`src/verilog/cpsr_pkg.sv`:
```
// Constants for the copper shadow/status register group.
// Assumes a register access port with 16-bit address and data.
package cpsr_pkg;
   // ----------------------------------------
   // Addresses and page codes
   // ----------------------------------------
   localparam logic [15:0] ADDR_PAGE = 16'hfffc;
   localparam logic [15:0] ADDR_SEED = 16'hfffd;
   localparam logic [4:0] PAGE_SPARE = 5'h04;
   localparam logic [4:0] PAGE_APD = 5'h0a;
   // ----------------------------------------
   // Field positions
   // ----------------------------------------
   localparam int WE_BIT = 15;
   localparam int SEL_LSB = 10;
   localparam int RETRY_LSB = 2;
   localparam int ED_BIT = 1;
   localparam int APD_EN_BIT = 5;
   localparam int SLEEP_SEL_BIT = 4;
   localparam int WAKE_LSB = 0;
   localparam int SEED_MATCH_BIT = 14;
   localparam int RSV_HI_LSB = 6;
   // ----------------------------------------
   // Reset values
   // ----------------------------------------
   localparam logic [9:0] SPARE_RST = 10'h000;
   localparam logic [9:0] APD_RST = 10'h001;
   localparam logic [10:0] SEED_RST = 11'h000;
   localparam logic [3:0] RETRY_BASE = 4'h2;
   localparam logic [3:0] RETRY_OFF = 4'h0;
   // ----------------------------------------
   // Timing
   // ----------------------------------------
   localparam int CLK_PERIOD_NS = 10;
   localparam int WAKE_UNIT_MS = 84;
   localparam int SLEEP_SHORT_MS = 2700;
   localparam int SLEEP_LONG_MS = 5400;
   localparam int NS_PER_MS = 1000000;
   localparam int WAKE_UNIT_CYC = WAKE_UNIT_MS * (NS_PER_MS / CLK_PERIOD_NS);
   localparam int SLEEP_SHORT_CYC = SLEEP_SHORT_MS * (NS_PER_MS / CLK_PERIOD_NS);
   localparam int SLEEP_LONG_CYC = SLEEP_LONG_MS * (NS_PER_MS / CLK_PERIOD_NS);
   localparam int TMR_W = 30;
   // ----------------------------------------
   // Auto power-down states
   // ----------------------------------------
   typedef enum logic [1:0] {
      CPSR_ACTIVE = 2'b00,
      CPSR_SLEEP = 2'b01,
      CPSR_WAKE = 2'b11
   } cpsr_apd_e;
endpackage : cpsr_pkg

```
`src/verilog/cpsr_regs.sv`:
```
// Copper shadow page, power-down and seed/status register group.
// Assumes the management access port is already decoded from MDIO frames,
// and that the negotiation engine gives one-cycle event pulses.
//
// Operation
// - Page data written only when bit15 set
// - Write selector first, then read returns page
// - Code 00100 selects spare page, reset code
// - Retry code 000..111 means 2..9 attempts
// - Retry limit used only in downgrade mode
// - Bit1 routes energy detect to interrupt pin
// - Code 01010 selects power-down page
// - Bit5 enables auto power-down, resets 0
// - Bit4 picks 5.4s or 2.7s sleep
// - Wake time is count times 84 ms
// - Seed address bit15 selects status register
// - Seed match bit14 latched high
// - Bit13 shows partner repeater or end station
// - Bits12,11 show partner manual master config
// - Bits10:0 return local seed, reset zero
// - Write to selected register takes one cycle
// - Bit14 shows gigabit advertising suppressed
// - Bit13 shows 100BASE-TX advertising suppressed
// - Bit12 latches speed downgrade event
// - Bits11:8 latch negotiated mode results
// - Bits5:4 latch gigabit result without link
// - Bits3:2 latch 100BASE-TX result without link
// - Negotiation disable/restart clears latched status bits 12, 11:8 and 5:2
`timescale 1ns/100ps
module cpsr_regs #(
   parameter int WAKE_UNIT_CYC = cpsr_pkg::WAKE_UNIT_CYC,
   parameter int SLEEP_SHORT_CYC = cpsr_pkg::SLEEP_SHORT_CYC,
   parameter int SLEEP_LONG_CYC = cpsr_pkg::SLEEP_LONG_CYC
) (
   input wire logic i_ref_clk,
   input wire logic i_rstn,
   input wire logic [15:0] i_reg_addr,
   input wire logic [15:0] i_reg_wdata,
   input wire logic i_reg_wr,
   input wire logic i_reg_rd,
   output logic [15:0] o_reg_rdata,
   output logic o_reg_rvalid,
   input wire logic i_downgrade_enable,
   input wire logic i_energy_detect,
   input wire logic i_irq_request,
   input wire logic [10:0] i_local_seed,
   input wire logic i_local_seed_valid,
   input wire logic i_seed_match,
   input wire logic i_partner_repeater,
   input wire logic i_partner_master,
   input wire logic i_partner_manual_en,
   input wire logic i_gig_adv_off,
   input wire logic i_tx100_adv_off,
   input wire logic i_downgrade_event,
   input wire logic i_mode_result_valid,
   input wire logic i_mode_result_no_link,
   input wire logic [1:0] i_negotiated_mode_result,
   input wire logic i_an_clear,
   output logic [3:0] o_downgrade_attempts,
   output logic o_interrupt_output_pin,
   output logic o_apd_sleep,
   output logic o_apd_wake
);
   // ----------------------------------------
   // Parameter checks
   // ----------------------------------------
   if (WAKE_UNIT_CYC < 1 || SLEEP_SHORT_CYC < 1 || SLEEP_LONG_CYC < 1) begin : g_chk_min
      $error("cpsr_regs: timer counts must be at least one cycle");
   end
   if (longint'(WAKE_UNIT_CYC) * 15 >= (longint'(1) << cpsr_pkg::TMR_W) ||
       SLEEP_LONG_CYC >= (1 << cpsr_pkg::TMR_W)) begin : g_chk_max
      $error("cpsr_regs: timer counts exceed counter width");
   end

   // ----------------------------------------
   // Access decode
   // ----------------------------------------
   logic page_wr;
   logic page_rd;
   logic seed_wr;
   logic seed_rd;
   logic [4:0] wr_sel;
   assign page_wr = i_reg_wr && (i_reg_addr == cpsr_pkg::ADDR_PAGE);
   assign page_rd = i_reg_rd && (i_reg_addr == cpsr_pkg::ADDR_PAGE);
   assign seed_wr = i_reg_wr && (i_reg_addr == cpsr_pkg::ADDR_SEED);
   assign seed_rd = i_reg_rd && (i_reg_addr == cpsr_pkg::ADDR_SEED);
   assign wr_sel = i_reg_wdata[cpsr_pkg::SEL_LSB +: 5];

   // ----------------------------------------
   // Multiplexed page address
   // ----------------------------------------
   logic [4:0] sel_reg;
   logic [9:0] spare_reg;
   logic [9:0] apd_reg;

   always_ff @(posedge i_ref_clk or negedge i_rstn) begin
      if (!i_rstn) begin
         sel_reg <= cpsr_pkg::PAGE_SPARE;
      end else if (page_wr) begin
         sel_reg <= wr_sel;
      end
   end

   always_ff @(posedge i_ref_clk or negedge i_rstn) begin
      if (!i_rstn) begin
         spare_reg <= cpsr_pkg::SPARE_RST;
         apd_reg <= cpsr_pkg::APD_RST;
      end else if (page_wr && i_reg_wdata[cpsr_pkg::WE_BIT]) begin
         if (wr_sel == cpsr_pkg::PAGE_SPARE) begin
            spare_reg <= i_reg_wdata[9:0];
         end else if (wr_sel == cpsr_pkg::PAGE_APD) begin
            apd_reg <= i_reg_wdata[9:0];
         end
      end
   end

   // Unassigned page codes read back zero data
   logic [9:0] page_data;
   always_comb begin
      if (sel_reg == cpsr_pkg::PAGE_SPARE) begin
         page_data = spare_reg;
      end else if (sel_reg == cpsr_pkg::PAGE_APD) begin
         page_data = apd_reg;
      end else begin
         page_data = '0;
      end
   end

   // ----------------------------------------
   // Seed / status address
   // ----------------------------------------
   logic shadow_reg;
   logic [10:0] seed_reg;
   logic [1:0] rsv_hi_reg;
   logic [1:0] rsv_lo_reg;

   always_ff @(posedge i_ref_clk or negedge i_rstn) begin
      if (!i_rstn) begin
         shadow_reg <= 1'b0;
      end else if (seed_wr) begin
         shadow_reg <= i_reg_wdata[cpsr_pkg::WE_BIT];
      end
   end

   // Software writes win over a fresh seed in the same cycle
   always_ff @(posedge i_ref_clk or negedge i_rstn) begin
      if (!i_rstn) begin
         seed_reg <= cpsr_pkg::SEED_RST;
      end else if (seed_wr && !i_reg_wdata[cpsr_pkg::WE_BIT]) begin
         seed_reg <= i_reg_wdata[10:0];
      end else if (i_local_seed_valid) begin
         seed_reg <= i_local_seed;
      end
   end

   // Reserved status bits just hold what software wrote
   always_ff @(posedge i_ref_clk or negedge i_rstn) begin
      if (!i_rstn) begin
         rsv_hi_reg <= 2'b00;
         rsv_lo_reg <= 2'b00;
      end else if (seed_wr && i_reg_wdata[cpsr_pkg::WE_BIT]) begin
         rsv_hi_reg <= i_reg_wdata[cpsr_pkg::RSV_HI_LSB +: 2];
         rsv_lo_reg <= i_reg_wdata[1:0];
      end
   end

   // ----------------------------------------
   // Latched-high bits
   // ----------------------------------------
   // Index 0 seed match, 1 downgrade, 5:2 result, 9:6 result without link
   localparam int LH_N = 10;
   logic [LH_N-1:0] lh_set;
   logic [LH_N-1:0] lh_clr;
   logic [LH_N-1:0] lh_reg;
   logic [3:0] mode_onehot;
   logic stat_rd;
   logic seed_only_rd;

   assign mode_onehot = 4'b0001 << i_negotiated_mode_result;
   assign stat_rd = seed_rd && shadow_reg;
   assign seed_only_rd = seed_rd && !shadow_reg;
   assign lh_set = {i_mode_result_no_link ? mode_onehot : 4'h0,
                    i_mode_result_valid ? mode_onehot : 4'h0,
                    i_downgrade_event,
                    i_seed_match};
   assign lh_clr = {{(LH_N-1){stat_rd || i_an_clear}}, seed_only_rd};

   for (genvar b = 0; b < LH_N; b++) begin : g_lh
      // A new event in the clearing cycle survives
      always_ff @(posedge i_ref_clk or negedge i_rstn) begin
         if (!i_rstn) begin
            lh_reg[b] <= 1'b0;
         end else if (lh_set[b]) begin
            lh_reg[b] <= 1'b1;
         end else if (lh_clr[b]) begin
            lh_reg[b] <= 1'b0;
         end
      end
   end

   // ----------------------------------------
   // Read data
   // ----------------------------------------
   logic [15:0] seed_word;
   logic [15:0] stat_word;
   assign seed_word = {shadow_reg, lh_reg[0], i_partner_repeater, i_partner_master,
                       i_partner_manual_en, seed_reg};
   assign stat_word = {shadow_reg, i_gig_adv_off, i_tx100_adv_off, lh_reg[1],
                       lh_reg[5:2], rsv_hi_reg, lh_reg[9:6], rsv_lo_reg};

   always_ff @(posedge i_ref_clk or negedge i_rstn) begin
      if (!i_rstn) begin
         o_reg_rdata <= 16'h0000;
      end else if (page_rd) begin
         o_reg_rdata <= {1'b0, sel_reg, page_data};
      end else if (seed_rd) begin
         o_reg_rdata <= shadow_reg ? stat_word : seed_word;
      end else if (i_reg_rd) begin
         o_reg_rdata <= 16'h0000;
      end
   end

   always_ff @(posedge i_ref_clk or negedge i_rstn) begin
      if (!i_rstn) begin
         o_reg_rvalid <= 1'b0;
      end else begin
         o_reg_rvalid <= i_reg_rd;
      end
   end

   // ----------------------------------------
   // Control outputs
   // ----------------------------------------
   logic [2:0] retry_code;
   assign retry_code = spare_reg[cpsr_pkg::RETRY_LSB +: 3];

   always_ff @(posedge i_ref_clk or negedge i_rstn) begin
      if (!i_rstn) begin
         o_downgrade_attempts <= cpsr_pkg::RETRY_OFF;
      end else if (i_downgrade_enable) begin
         o_downgrade_attempts <= {1'b0, retry_code} + cpsr_pkg::RETRY_BASE;
      end else begin
         o_downgrade_attempts <= cpsr_pkg::RETRY_OFF;
      end
   end

   // LED selector must also be set to interrupt mode by software
   always_ff @(posedge i_ref_clk or negedge i_rstn) begin
      if (!i_rstn) begin
         o_interrupt_output_pin <= 1'b0;
      end else begin
         o_interrupt_output_pin <= spare_reg[cpsr_pkg::ED_BIT] ? i_energy_detect : i_irq_request;
      end
   end

   // ----------------------------------------
   // Auto power-down timers
   // ----------------------------------------
   cpsr_pkg::cpsr_apd_e apd_state;
   logic [cpsr_pkg::TMR_W-1:0] tmr_reg;
   logic apd_en;
   logic [cpsr_pkg::TMR_W-1:0] sleep_len;
   logic [cpsr_pkg::TMR_W-1:0] wake_len;

   assign apd_en = apd_reg[cpsr_pkg::APD_EN_BIT];
   assign sleep_len = apd_reg[cpsr_pkg::SLEEP_SEL_BIT] ? cpsr_pkg::TMR_W'(SLEEP_LONG_CYC)
                                                      : cpsr_pkg::TMR_W'(SLEEP_SHORT_CYC);
   assign wake_len = cpsr_pkg::TMR_W'(longint'(apd_reg[cpsr_pkg::WAKE_LSB +: 4]) * WAKE_UNIT_CYC);

   // Energy on the wire always returns the port to normal operation
   always_ff @(posedge i_ref_clk or negedge i_rstn) begin
      if (!i_rstn) begin
         apd_state <= cpsr_pkg::CPSR_ACTIVE;
         tmr_reg <= '0;
      end else if (!apd_en || i_energy_detect) begin
         apd_state <= cpsr_pkg::CPSR_ACTIVE;
         tmr_reg <= '0;
      end else begin
         case (apd_state)
            cpsr_pkg::CPSR_ACTIVE: begin
               apd_state <= cpsr_pkg::CPSR_SLEEP;
               tmr_reg <= sleep_len;
            end
            cpsr_pkg::CPSR_SLEEP: begin
               if (tmr_reg <= cpsr_pkg::TMR_W'(1)) begin
                  apd_state <= cpsr_pkg::CPSR_WAKE;
                  tmr_reg <= wake_len;
               end else begin
                  tmr_reg <= tmr_reg - cpsr_pkg::TMR_W'(1);
               end
            end
            cpsr_pkg::CPSR_WAKE: begin
               if (tmr_reg <= cpsr_pkg::TMR_W'(1)) begin
                  apd_state <= cpsr_pkg::CPSR_SLEEP;
                  tmr_reg <= sleep_len;
               end else begin
                  tmr_reg <= tmr_reg - cpsr_pkg::TMR_W'(1);
               end
            end
            default: begin
               apd_state <= cpsr_pkg::CPSR_ACTIVE;
               tmr_reg <= '0;
            end
         endcase
      end
   end

   always_ff @(posedge i_ref_clk or negedge i_rstn) begin
      if (!i_rstn) begin
         o_apd_sleep <= 1'b0;
         o_apd_wake <= 1'b0;
      end else begin
         o_apd_sleep <= (apd_state == cpsr_pkg::CPSR_SLEEP);
         o_apd_wake <= (apd_state == cpsr_pkg::CPSR_WAKE);
      end
   end
endmodule : cpsr_regs

```
`config.mk`:
```
export PLATFORM = sky130hd
export DESIGN_NAME = cpsr_regs
export DESIGN_NICKNAME = d
export VERILOG_FILES = /design/src/verilog/cpsr_pkg.sv /design/src/verilog/cpsr_regs.sv
export SDC_FILE = /design/constraint.sdc
export NUM_CORES = 1
export LEC_CHECK = 0
export BUFFER_PORTS_ARGS = -buffer_cell sky130_fd_sc_hd__buf_2
export CAP_MARGIN = 20
export CORE_MARGIN = 2
export CORE_UTILIZATION = 50
export CTS_BUF_LIST = sky130_fd_sc_hd__clkbuf_8
export CTS_CLUSTER_DIAMETER = 80
export DETAILED_ROUTE_END_ITERATION = 8
export PLACE_DENSITY = 0.75
export SLEW_MARGIN = 10
export SYNTH_ARGS = -nofsm -noshare
export SYNTH_HDL_FRONTEND = slang
export SYNTH_SLANG_ARGS = --single-unit
```
`constraint.sdc`:
```
create_clock -name i_ref_clk -period 3.3 [get_ports i_ref_clk]
set_input_delay 0.66 -clock i_ref_clk [delete_from_list [all_inputs] [get_ports i_ref_clk]]
set_output_delay 0.66 -clock i_ref_clk [all_outputs]
set_load 0.02 [all_outputs]
```
==> flow_metrics.tcl, run 1 <==
set metrics [dict create \
    hpwlAfterDp_um 9140 \
    start_kind "flip-flop" \
    seq_power_share_pct 55.6 \
    comb_power_share_pct 7.3 \
    cts_resized 0 \
    core_area_mm2 0.0107 \
    drive_gt1_share_pct 29.5 \
    firstDrtPassIters 4 \
    cts_tree "done" \
    crit_chain "or4_4 > or4_4 > nor4_4 > buf_4 > nand2_1 > o31ai_1 > a21oi_1" \
    diodes 0 \
    ant_nets 0 \
    ctsLongestPathBuffers 2 \
    synth_edf_count 0 \
    crit_top_cell "or4_4" \
    maxCapViolations 0 \
    r2r_cells 7 \
    ys_types 58 \
    grt_pass1_vias 4346 \
    switchingPower_w 0.000587 \
    io_buffers 86 \
    r2r_start "tmr_reg[10]" \
    tightest_slew_ns 0.900 \
    end_kind "flip-flop" \
    drv_slew 0 \
    synthTopCellsByArea "dfrtp_1 (48%), mux2_2 (9.1%), nor2_1 (4.3%)" \
    drtIter0Drc 248 \
    wl_per_cell_um 17.0 \
    path_clk_slew_ns 0.11 \
    wirelength_um 12600 \
    use_met2_pct 39.4 \
    cts_setup_buffers 0 \
    vdd.ir_drop.worst_uv 264 \
    grt_busiest_layer "met2" \
    drc 0 \
    leakagePower_nw 3.17 \
    crit_cells 7 \
    critical_path_arrival_ns 3.08 \
    sw_frac_of_total_pct 23.9 \
    grt_max_degree 61 \
    grt_use_met3_pct 4.16 \
    crit_buf_inv 1 \
    period_needed_ns 2.82 \
    outcome "complete, no violations" \
    cp-endpoint "tmr_reg[17]" \
    p_int_w 0.00187 \
    vias 4199 \
    via_per_inst 5.67 \
    synth.ff_latch_count 107 \
    die_h_um 108 \
    cp_max_fo 12 \
    p_total_w 0.00246 \
    multi_input_comb_area_mm2 0.00263 \
    gr-total-overflow 0 \
    synthCells 505 \
    worstSetupPathType "reg2reg" \
    syn-mean-instance-area_um2 10.8 \
    startpoint "tmr_reg[10]" \
    crit_required_ns 3.56 \
    layout.nets 676 \
    ioPinCount 87 \
    largest_register_ff_count 30 \
    final.setup.tns_ns 0 \
    pwr-share-clk_pct 37.0 \
    antenna_found_initial 0 \
    finalHoldViolations 0 \
    gr-usage-all-layers_pct 22.9 \
    place.gp.congestion 0.821 \
    hp-class "in2async" \
    critPathSlowestCell "or4_4" \
    synth_nets 585 \
    grt_pass1_wl_um 20800 \
    fill_cells 910 \
    cts_made_buffers 9 \
    yosysWarnings 0 \
    critPathMaxStageDelay_ns 0.59 \
    ys_seq_area_share_pct 49.3 \
    whs_ns 0.332 \
    max_freq_ghz 0.355 \
    setup_viol 0 \
    die-width_um 108 \
    seqCellArea_mm2 0.00268 \
    syn2layout_area_growth_pct 15.6 \
    syn_area_mm2 0.00544 \
    r2r_slack_ns 0.48 \
    async_flop_share_pct 100 \
    finalClockSkew_ns 0.0113 \
    rows 38 \
    synth_top_area_share_pct 48.3 \
    root_buffer "clkbuf_8" \
    htreeDepth 3 \
    yosysTopAreaCell "dfrtp_1" \
    synth_ff_type "dfrtp_1" \
    met1_usage_pct 28.2 \
    min_period_over_period_pct 85.3 \
    cts-hold-fix-buffers 0 \
    r2r_end "tmr_reg[17]" \
    cts.sinks 107 \
    maxSlewHeadroom_pct 40.0 \
    clk_latency_ns 0.39 \
    critical_path.top_delay_family "simple AND/OR/NAND/NOR gates" \
    dieArea_mm2 0.0117 \
    power_density_mw_per_mm2 391 \
    start_util_pct 50.6 \
    rsz0062_at_grt "false" \
]
[cells by family (layout without fill, tap and decap cells)]
logic type / count (synthesis) / in the layout / share of synthesized area [%]
and+or+nand+nor: 166 / 166 / 15.9
DFF: 107 / 107 / 49.3
AOI/OAI and AO/OA: 99 / 99 / 12.0
muxes: 55 / 55 / 11.1
xor gates and xnor gates: 31 / 31 / 4.99
buffers and inverters: 30 / 126 / 2.51
adders and majority gates: 17 / 17 / 4.19
[metrics by stage]
step | instances | util (%) | cell area [um^2] | setup WS (ns)
global placement | 725 | 56.4 | 6060 | 0.431
CTS | 741 | 58.5 | 6290 | 0.477
floorplan | 505 | - | 5440 | 0.599
global route | 741 | 58.5 | 6290 | 0.344
finish | 741 | 58.5 | 6290 | 0.483
detailed placement | 725 | 56.4 | 6060 | 0.304
[cells in the mapped netlist, drive strengths merged, types with 3 or more instances]
master,instances
a21o,3
nand4b,3
clkbuf,12
a22oi,15
buf,5
nor3,15
nor2,64
or4,6
o21ai,17
nor2b,6
nor4,8
nand3,8
or3,7
a22o,10
and2,3
nand2b,4
xor2,8
nand4,5
mux2i,11
or2,3
inv,12
nand2,28
dfrtp,105
a211oi,8
a21oi,33
ha,15
xnor2,23
mux2,44
[power by group through the flow]
stage          clock network, W   logic, W  registers [W]
2_1_floorplan                 0  0.0000613        0.00140
3_3_place_gp                  0   0.000177        0.00139
3_5_place_dp                  0   0.000182        0.00139
4_1_cts                0.000930   0.000183        0.00137
5_1_grt                0.000974   0.000203        0.00137
6_report               0.000910   0.000180        0.00137
[routing by layer]
| layer | vias to the layer above | share of wire [%] | wire [um] |
|---|---|---|---|
| met4 | 0 | 1.8 | 226 |
| li1 | 1999 | - | - |
| met5 | - | 0 | 0 |
| met2 | 90 | 53 | 6620 |
| met3 | 17 | 3.8 | 482 |
| met1 | 2093 | 42 | 5260 |
[layout by cell type, fill, tap and decap left out, types with 3 or more instances in the layout]
cell type	Yosys	routed
mux2_2	44	44
buf_2	1	85
mux2i_1	11	11
xor2_1	8	8
nand3_1	8	8
nand2b_1	4	4
a22o_1	10	10
a211oi_1	8	8
or4_4	3	3
nand4b_1	3	3
xnor2_1	23	23
o21ai_0	15	15
nor2_1	63	63
inv_1	12	12
nand2_1	27	27
a22oi_1	15	15
nand4_1	5	5
clkbuf_8	0	10
nor4_1	5	4
ha_1	15	15
or4_1	3	3
nor3_1	14	14
nor2b_1	6	6
a21oi_1	33	33
dfrtp_1	105	105
or3_1	7	7
and2_1	3	3
buf_4	1	11
[layout make-up]
cell class | instances | share of cell area [%]
Timing Repair Buffer | 97 | 8.40
Sequential cell | 107 | 42.6
Tap cell | 140 | 2.79
Clock buffer | 10 | 2.19
Inverter | 13 | 0.776
Clock inverter | 6 | 1.41
Multi-Input combinational cell | 368 | 41.8
[worst min-delay path by stage]
| stage | from | to | slack, ns |
|---|---|---|---|
| 2_1_floorplan | i_rstn | apd_reg[1] | 0.36 |
| 3_3_place_gp | lh_reg[0] | lh_reg[0] | 0.46 |
| 3_5_place_dp | lh_reg[1] | lh_reg[1] | 0.46 |
| 4_1_cts | i_rstn | tmr_reg[4] | 0.36 |
| 5_1_grt | i_rstn | tmr_reg[4] | 0.40 |
| 6_report | i_rstn | tmr_reg[23] | 0.33 |
Note: power is estimated with default switching activity, not from simulation.
==> run 2: changes to the inputs <==
--- a/config.mk
+++ b/config.mk
@@ -5,6 +5,7 @@
 export SDC_FILE = /design/constraint.sdc
 export NUM_CORES = 1
 export LEC_CHECK = 0
+export ABC_AREA = 1
 export BUFFER_PORTS_ARGS = -buffer_cell sky130_fd_sc_hd__buf_2
 export CAP_MARGIN = 20
 export CORE_MARGIN = 2
@@ -12,7 +13,7 @@
 export CTS_BUF_LIST = sky130_fd_sc_hd__clkbuf_8
 export CTS_CLUSTER_DIAMETER = 80
 export DETAILED_ROUTE_END_ITERATION = 8
-export PLACE_DENSITY = 0.75
+export PLACE_DENSITY = 0.74
 export SLEW_MARGIN = 10
 export SYNTH_ARGS = -nofsm -noshare
 export SYNTH_HDL_FRONTEND = slang
==> flow_metrics.tcl, run 2 <==
set metrics [dict create \
    cp_max_fo 7 \
    drive_gt1_share_pct 17.1 \
    r2r_cells 11 \
    start_kind "flip-flop" \
    syn-mean-instance-area_um2 7.52 \
    tightest_slew_ns 0.704 \
    synth_edf_count 0 \
    gr-total-overflow 0 \
    dieArea_mm2 0.0135 \
    r2r_slack_ns 1.03 \
    drc 0 \
    largest_register_ff_count 30 \
    max_freq_ghz 0.440 \
    wirelength_um 16100 \
    crit_chain "ha_1 > inv_1 > fa_1 > inv_1 > a31oi_1 > xor2_1 > nand2_1 > nand3_1 > nand3_1 > nand2_1 > inv_1" \
    ant_nets 0 \
    synth_ff_type "dfrtp_1" \
    cts.sinks 107 \
    die_h_um 116 \
    clk_latency_ns 0.40 \
    crit_buf_inv 3 \
    critPathMaxStageDelay_ns 0.55 \
    grt_max_degree 65 \
    end_kind "flip-flop" \
    r2r_end "tmr_reg[14]" \
    layout_commonest_cell "nand2_1" \
    setup_viol 0 \
    grt_pass1_wl_um 26700 \
    min_period_over_period_pct 68.9 \
    path_clk_slew_ns 0.12 \
    syn2layout_area_growth_pct 12.3 \
    yosysWarnings 0 \
    stdcell_count 1090 \
    leakagePower_nw 3.95 \
    dp_cells 1074 \
    cts_setup_buffers 0 \
    htreeDepth 3 \
    vias 5776 \
    cts_tree "done" \
    maxCapViolations 0 \
    ys_types 46 \
    wl_per_cell_um 14.8 \
    grt_pass1_vias 5555 \
    rsz0062_at_grt "false" \
    period_needed_ns 2.27 \
    antenna_found_initial 0 \
    synthTopCellsByCount "nand2_1 (246), nand3_1 (118), dfrtp_1 (105)" \
    crit_top_cell "inv_1" \
    final.setup.tns_ns 0 \
    yosysMostFrequentCell "nand2_1" \
    start_util_pct 51.7 \
    firstDrtPassIters 5 \
    drtIter0Drc 356 \
    synth.ff_latch_count 107 \
    diodes 0 \
    core_area_mm2 0.0122 \
    final_cell_mix "nand2_1 (246), nand3_1 (118), dfrtp_1 (105)" \
    cts_resized 0 \
    fill_cells 1188 \
    ctsLongestPathBuffers 2 \
    synth_nets 917 \
    die-width_um 116 \
    hpwlAfterDp_um 12300 \
    hp-class "in2async" \
    via_per_inst 5.30 \
    vdd.ir_drop.worst_uv 291 \
    finalClockSkew_ns 0.0183 \
    r2r_start "apd_reg[2]" \
    maxSlewHeadroom_pct 52.8 \
    cts_made_buffers 9 \
    gr-usage-all-layers_pct 25.5 \
    outcome "complete, no violations" \
    io_buffers 86 \
    critical_path.top_delay_family "adder cells" \
    root_buffer "clkbuf_8" \
    critPathSlowestCell "fa_1" \
    place.gp.congestion 0.908 \
    async_flop_share_pct 100 \
    yosysTopAreaCell "dfrtp_1" \
    layout.nets 997 \
    worstSetupPathType "reg2reg" \
    synth_top_area_share_pct 41.7 \
    cts-hold-fix-buffers 0 \
    ioPinCount 87 \
    critical_path_arrival_ns 2.56 \
    drv_slew 0 \
    crit_required_ns 3.59 \
    finalHoldViolations 0 \
    ys_seq_area_share_pct 42.6 \
    rows 40 \
    power_density_mw_per_mm2 328 \
    synthCells 837 \
    syn_area_mm2 0.00629 \
    synthTopCellsByArea "dfrtp_1 (42%), nand2_1 (15%), nand3_1 (9.4%)" \
]
run 2: cell types whose count changed after synthesis, moves of 11 or more:
cell	previous run	this run
a22oi_1	15	0
mux2i_1	11	0
nand2_1	27	246
o21ai_0	15	33
mux2_2	44	1
nand3_1	8	118
inv_1	12	86
xnor2_1	23	4
nor2_1	63	85
a21oi_1	33	16
run 2: power by group:
| group | internal (W) | leakage, nW | switching, W |
|---|---|---|---|
| logic | 0.0000548 | 2.43 | 0.0000985 |
| clock network | 0.000299 | 0.0979 | 0.000522 |
| registers | 0.00133 | 1.42 | 0.0000114 |
run 2: worst max path at each step:
stage             startpoint           end  slack, ns  depth (start not counted)
2_1_floorplan     apd_reg[3]   tmr_reg[16]       1.22                         13
3_3_place_gp   i_reg_addr[0]  spare_reg[4]       0.97                          8
3_5_place_dp   i_reg_addr[0]  spare_reg[4]       0.94                          8
4_1_cts           apd_reg[2]   tmr_reg[14]       1.03                         11
5_1_grt           apd_reg[2]   tmr_reg[14]       0.85                         11
6_report          apd_reg[2]   tmr_reg[14]       1.03                         11
run 2: cell type report:
cell class                 instances  area, um^2  share of cell area [%]
clock inverter                     7        77.6                    1.10
timing repair buffer              88         460                    6.51
sequential                       107        2680                    37.9
clock buffer                       9         124                    1.75
tap                              168         210                    2.97
multi-input combinational        618        3170                    44.8
inverter                          93         349                    4.94
run 2: logic make-up (layout without fill, tap and decap cells):
logic type | Yosys count | count (layout) | share of synthesized area (%)
buf+inv | 112 | 197 | 7.10
compound gates | 73 | 73 | 6.90
flops | 107 | 107 | 42.6
fa+ha+maj | 17 | 17 | 3.62
xor+xnor | 15 | 15 | 2.09
simple gates | 512 | 512 | 37.5
mux | 1 | 1 | 0.179
run 2: layer usage:
layer	vias up	wire length [um]	track usage, %
met4	0	310	7.94
met5	-	0	0
met3	26	756	5.55
met2	171	8160	44.1
met1	2717	6860	32.0
li1	2862	-	-
run 2: worst register-to-register path, delay by kind of cell (launching register included):
family	cells	cell delay [ns]
AO/OA/AOI/OAI	1	0.20
XOR/XNOR	1	0.19
adder cells (fa/ha/maj)	2	0.87
buffers and inverters	3	0.18
flip-flops	1	0.49
AND/OR/NAND/NOR	4	0.26
run 2: stage by stage:
stage	area (um^2)	setup WS, ns	hold WS [ns]	util, %	power (W)
global route	7070	0.851	0.260	58.1	0.00241
floorplan	6290	1.22	0.364	-	0.00143
finish	7070	1.03	0.239	58.1	0.00232
detailed placement	6870	0.944	0.462	56.5	0.00153
global placement	6870	0.966	0.447	56.5	0.00152
CTS	7070	1.03	0.255	58.1	0.00234
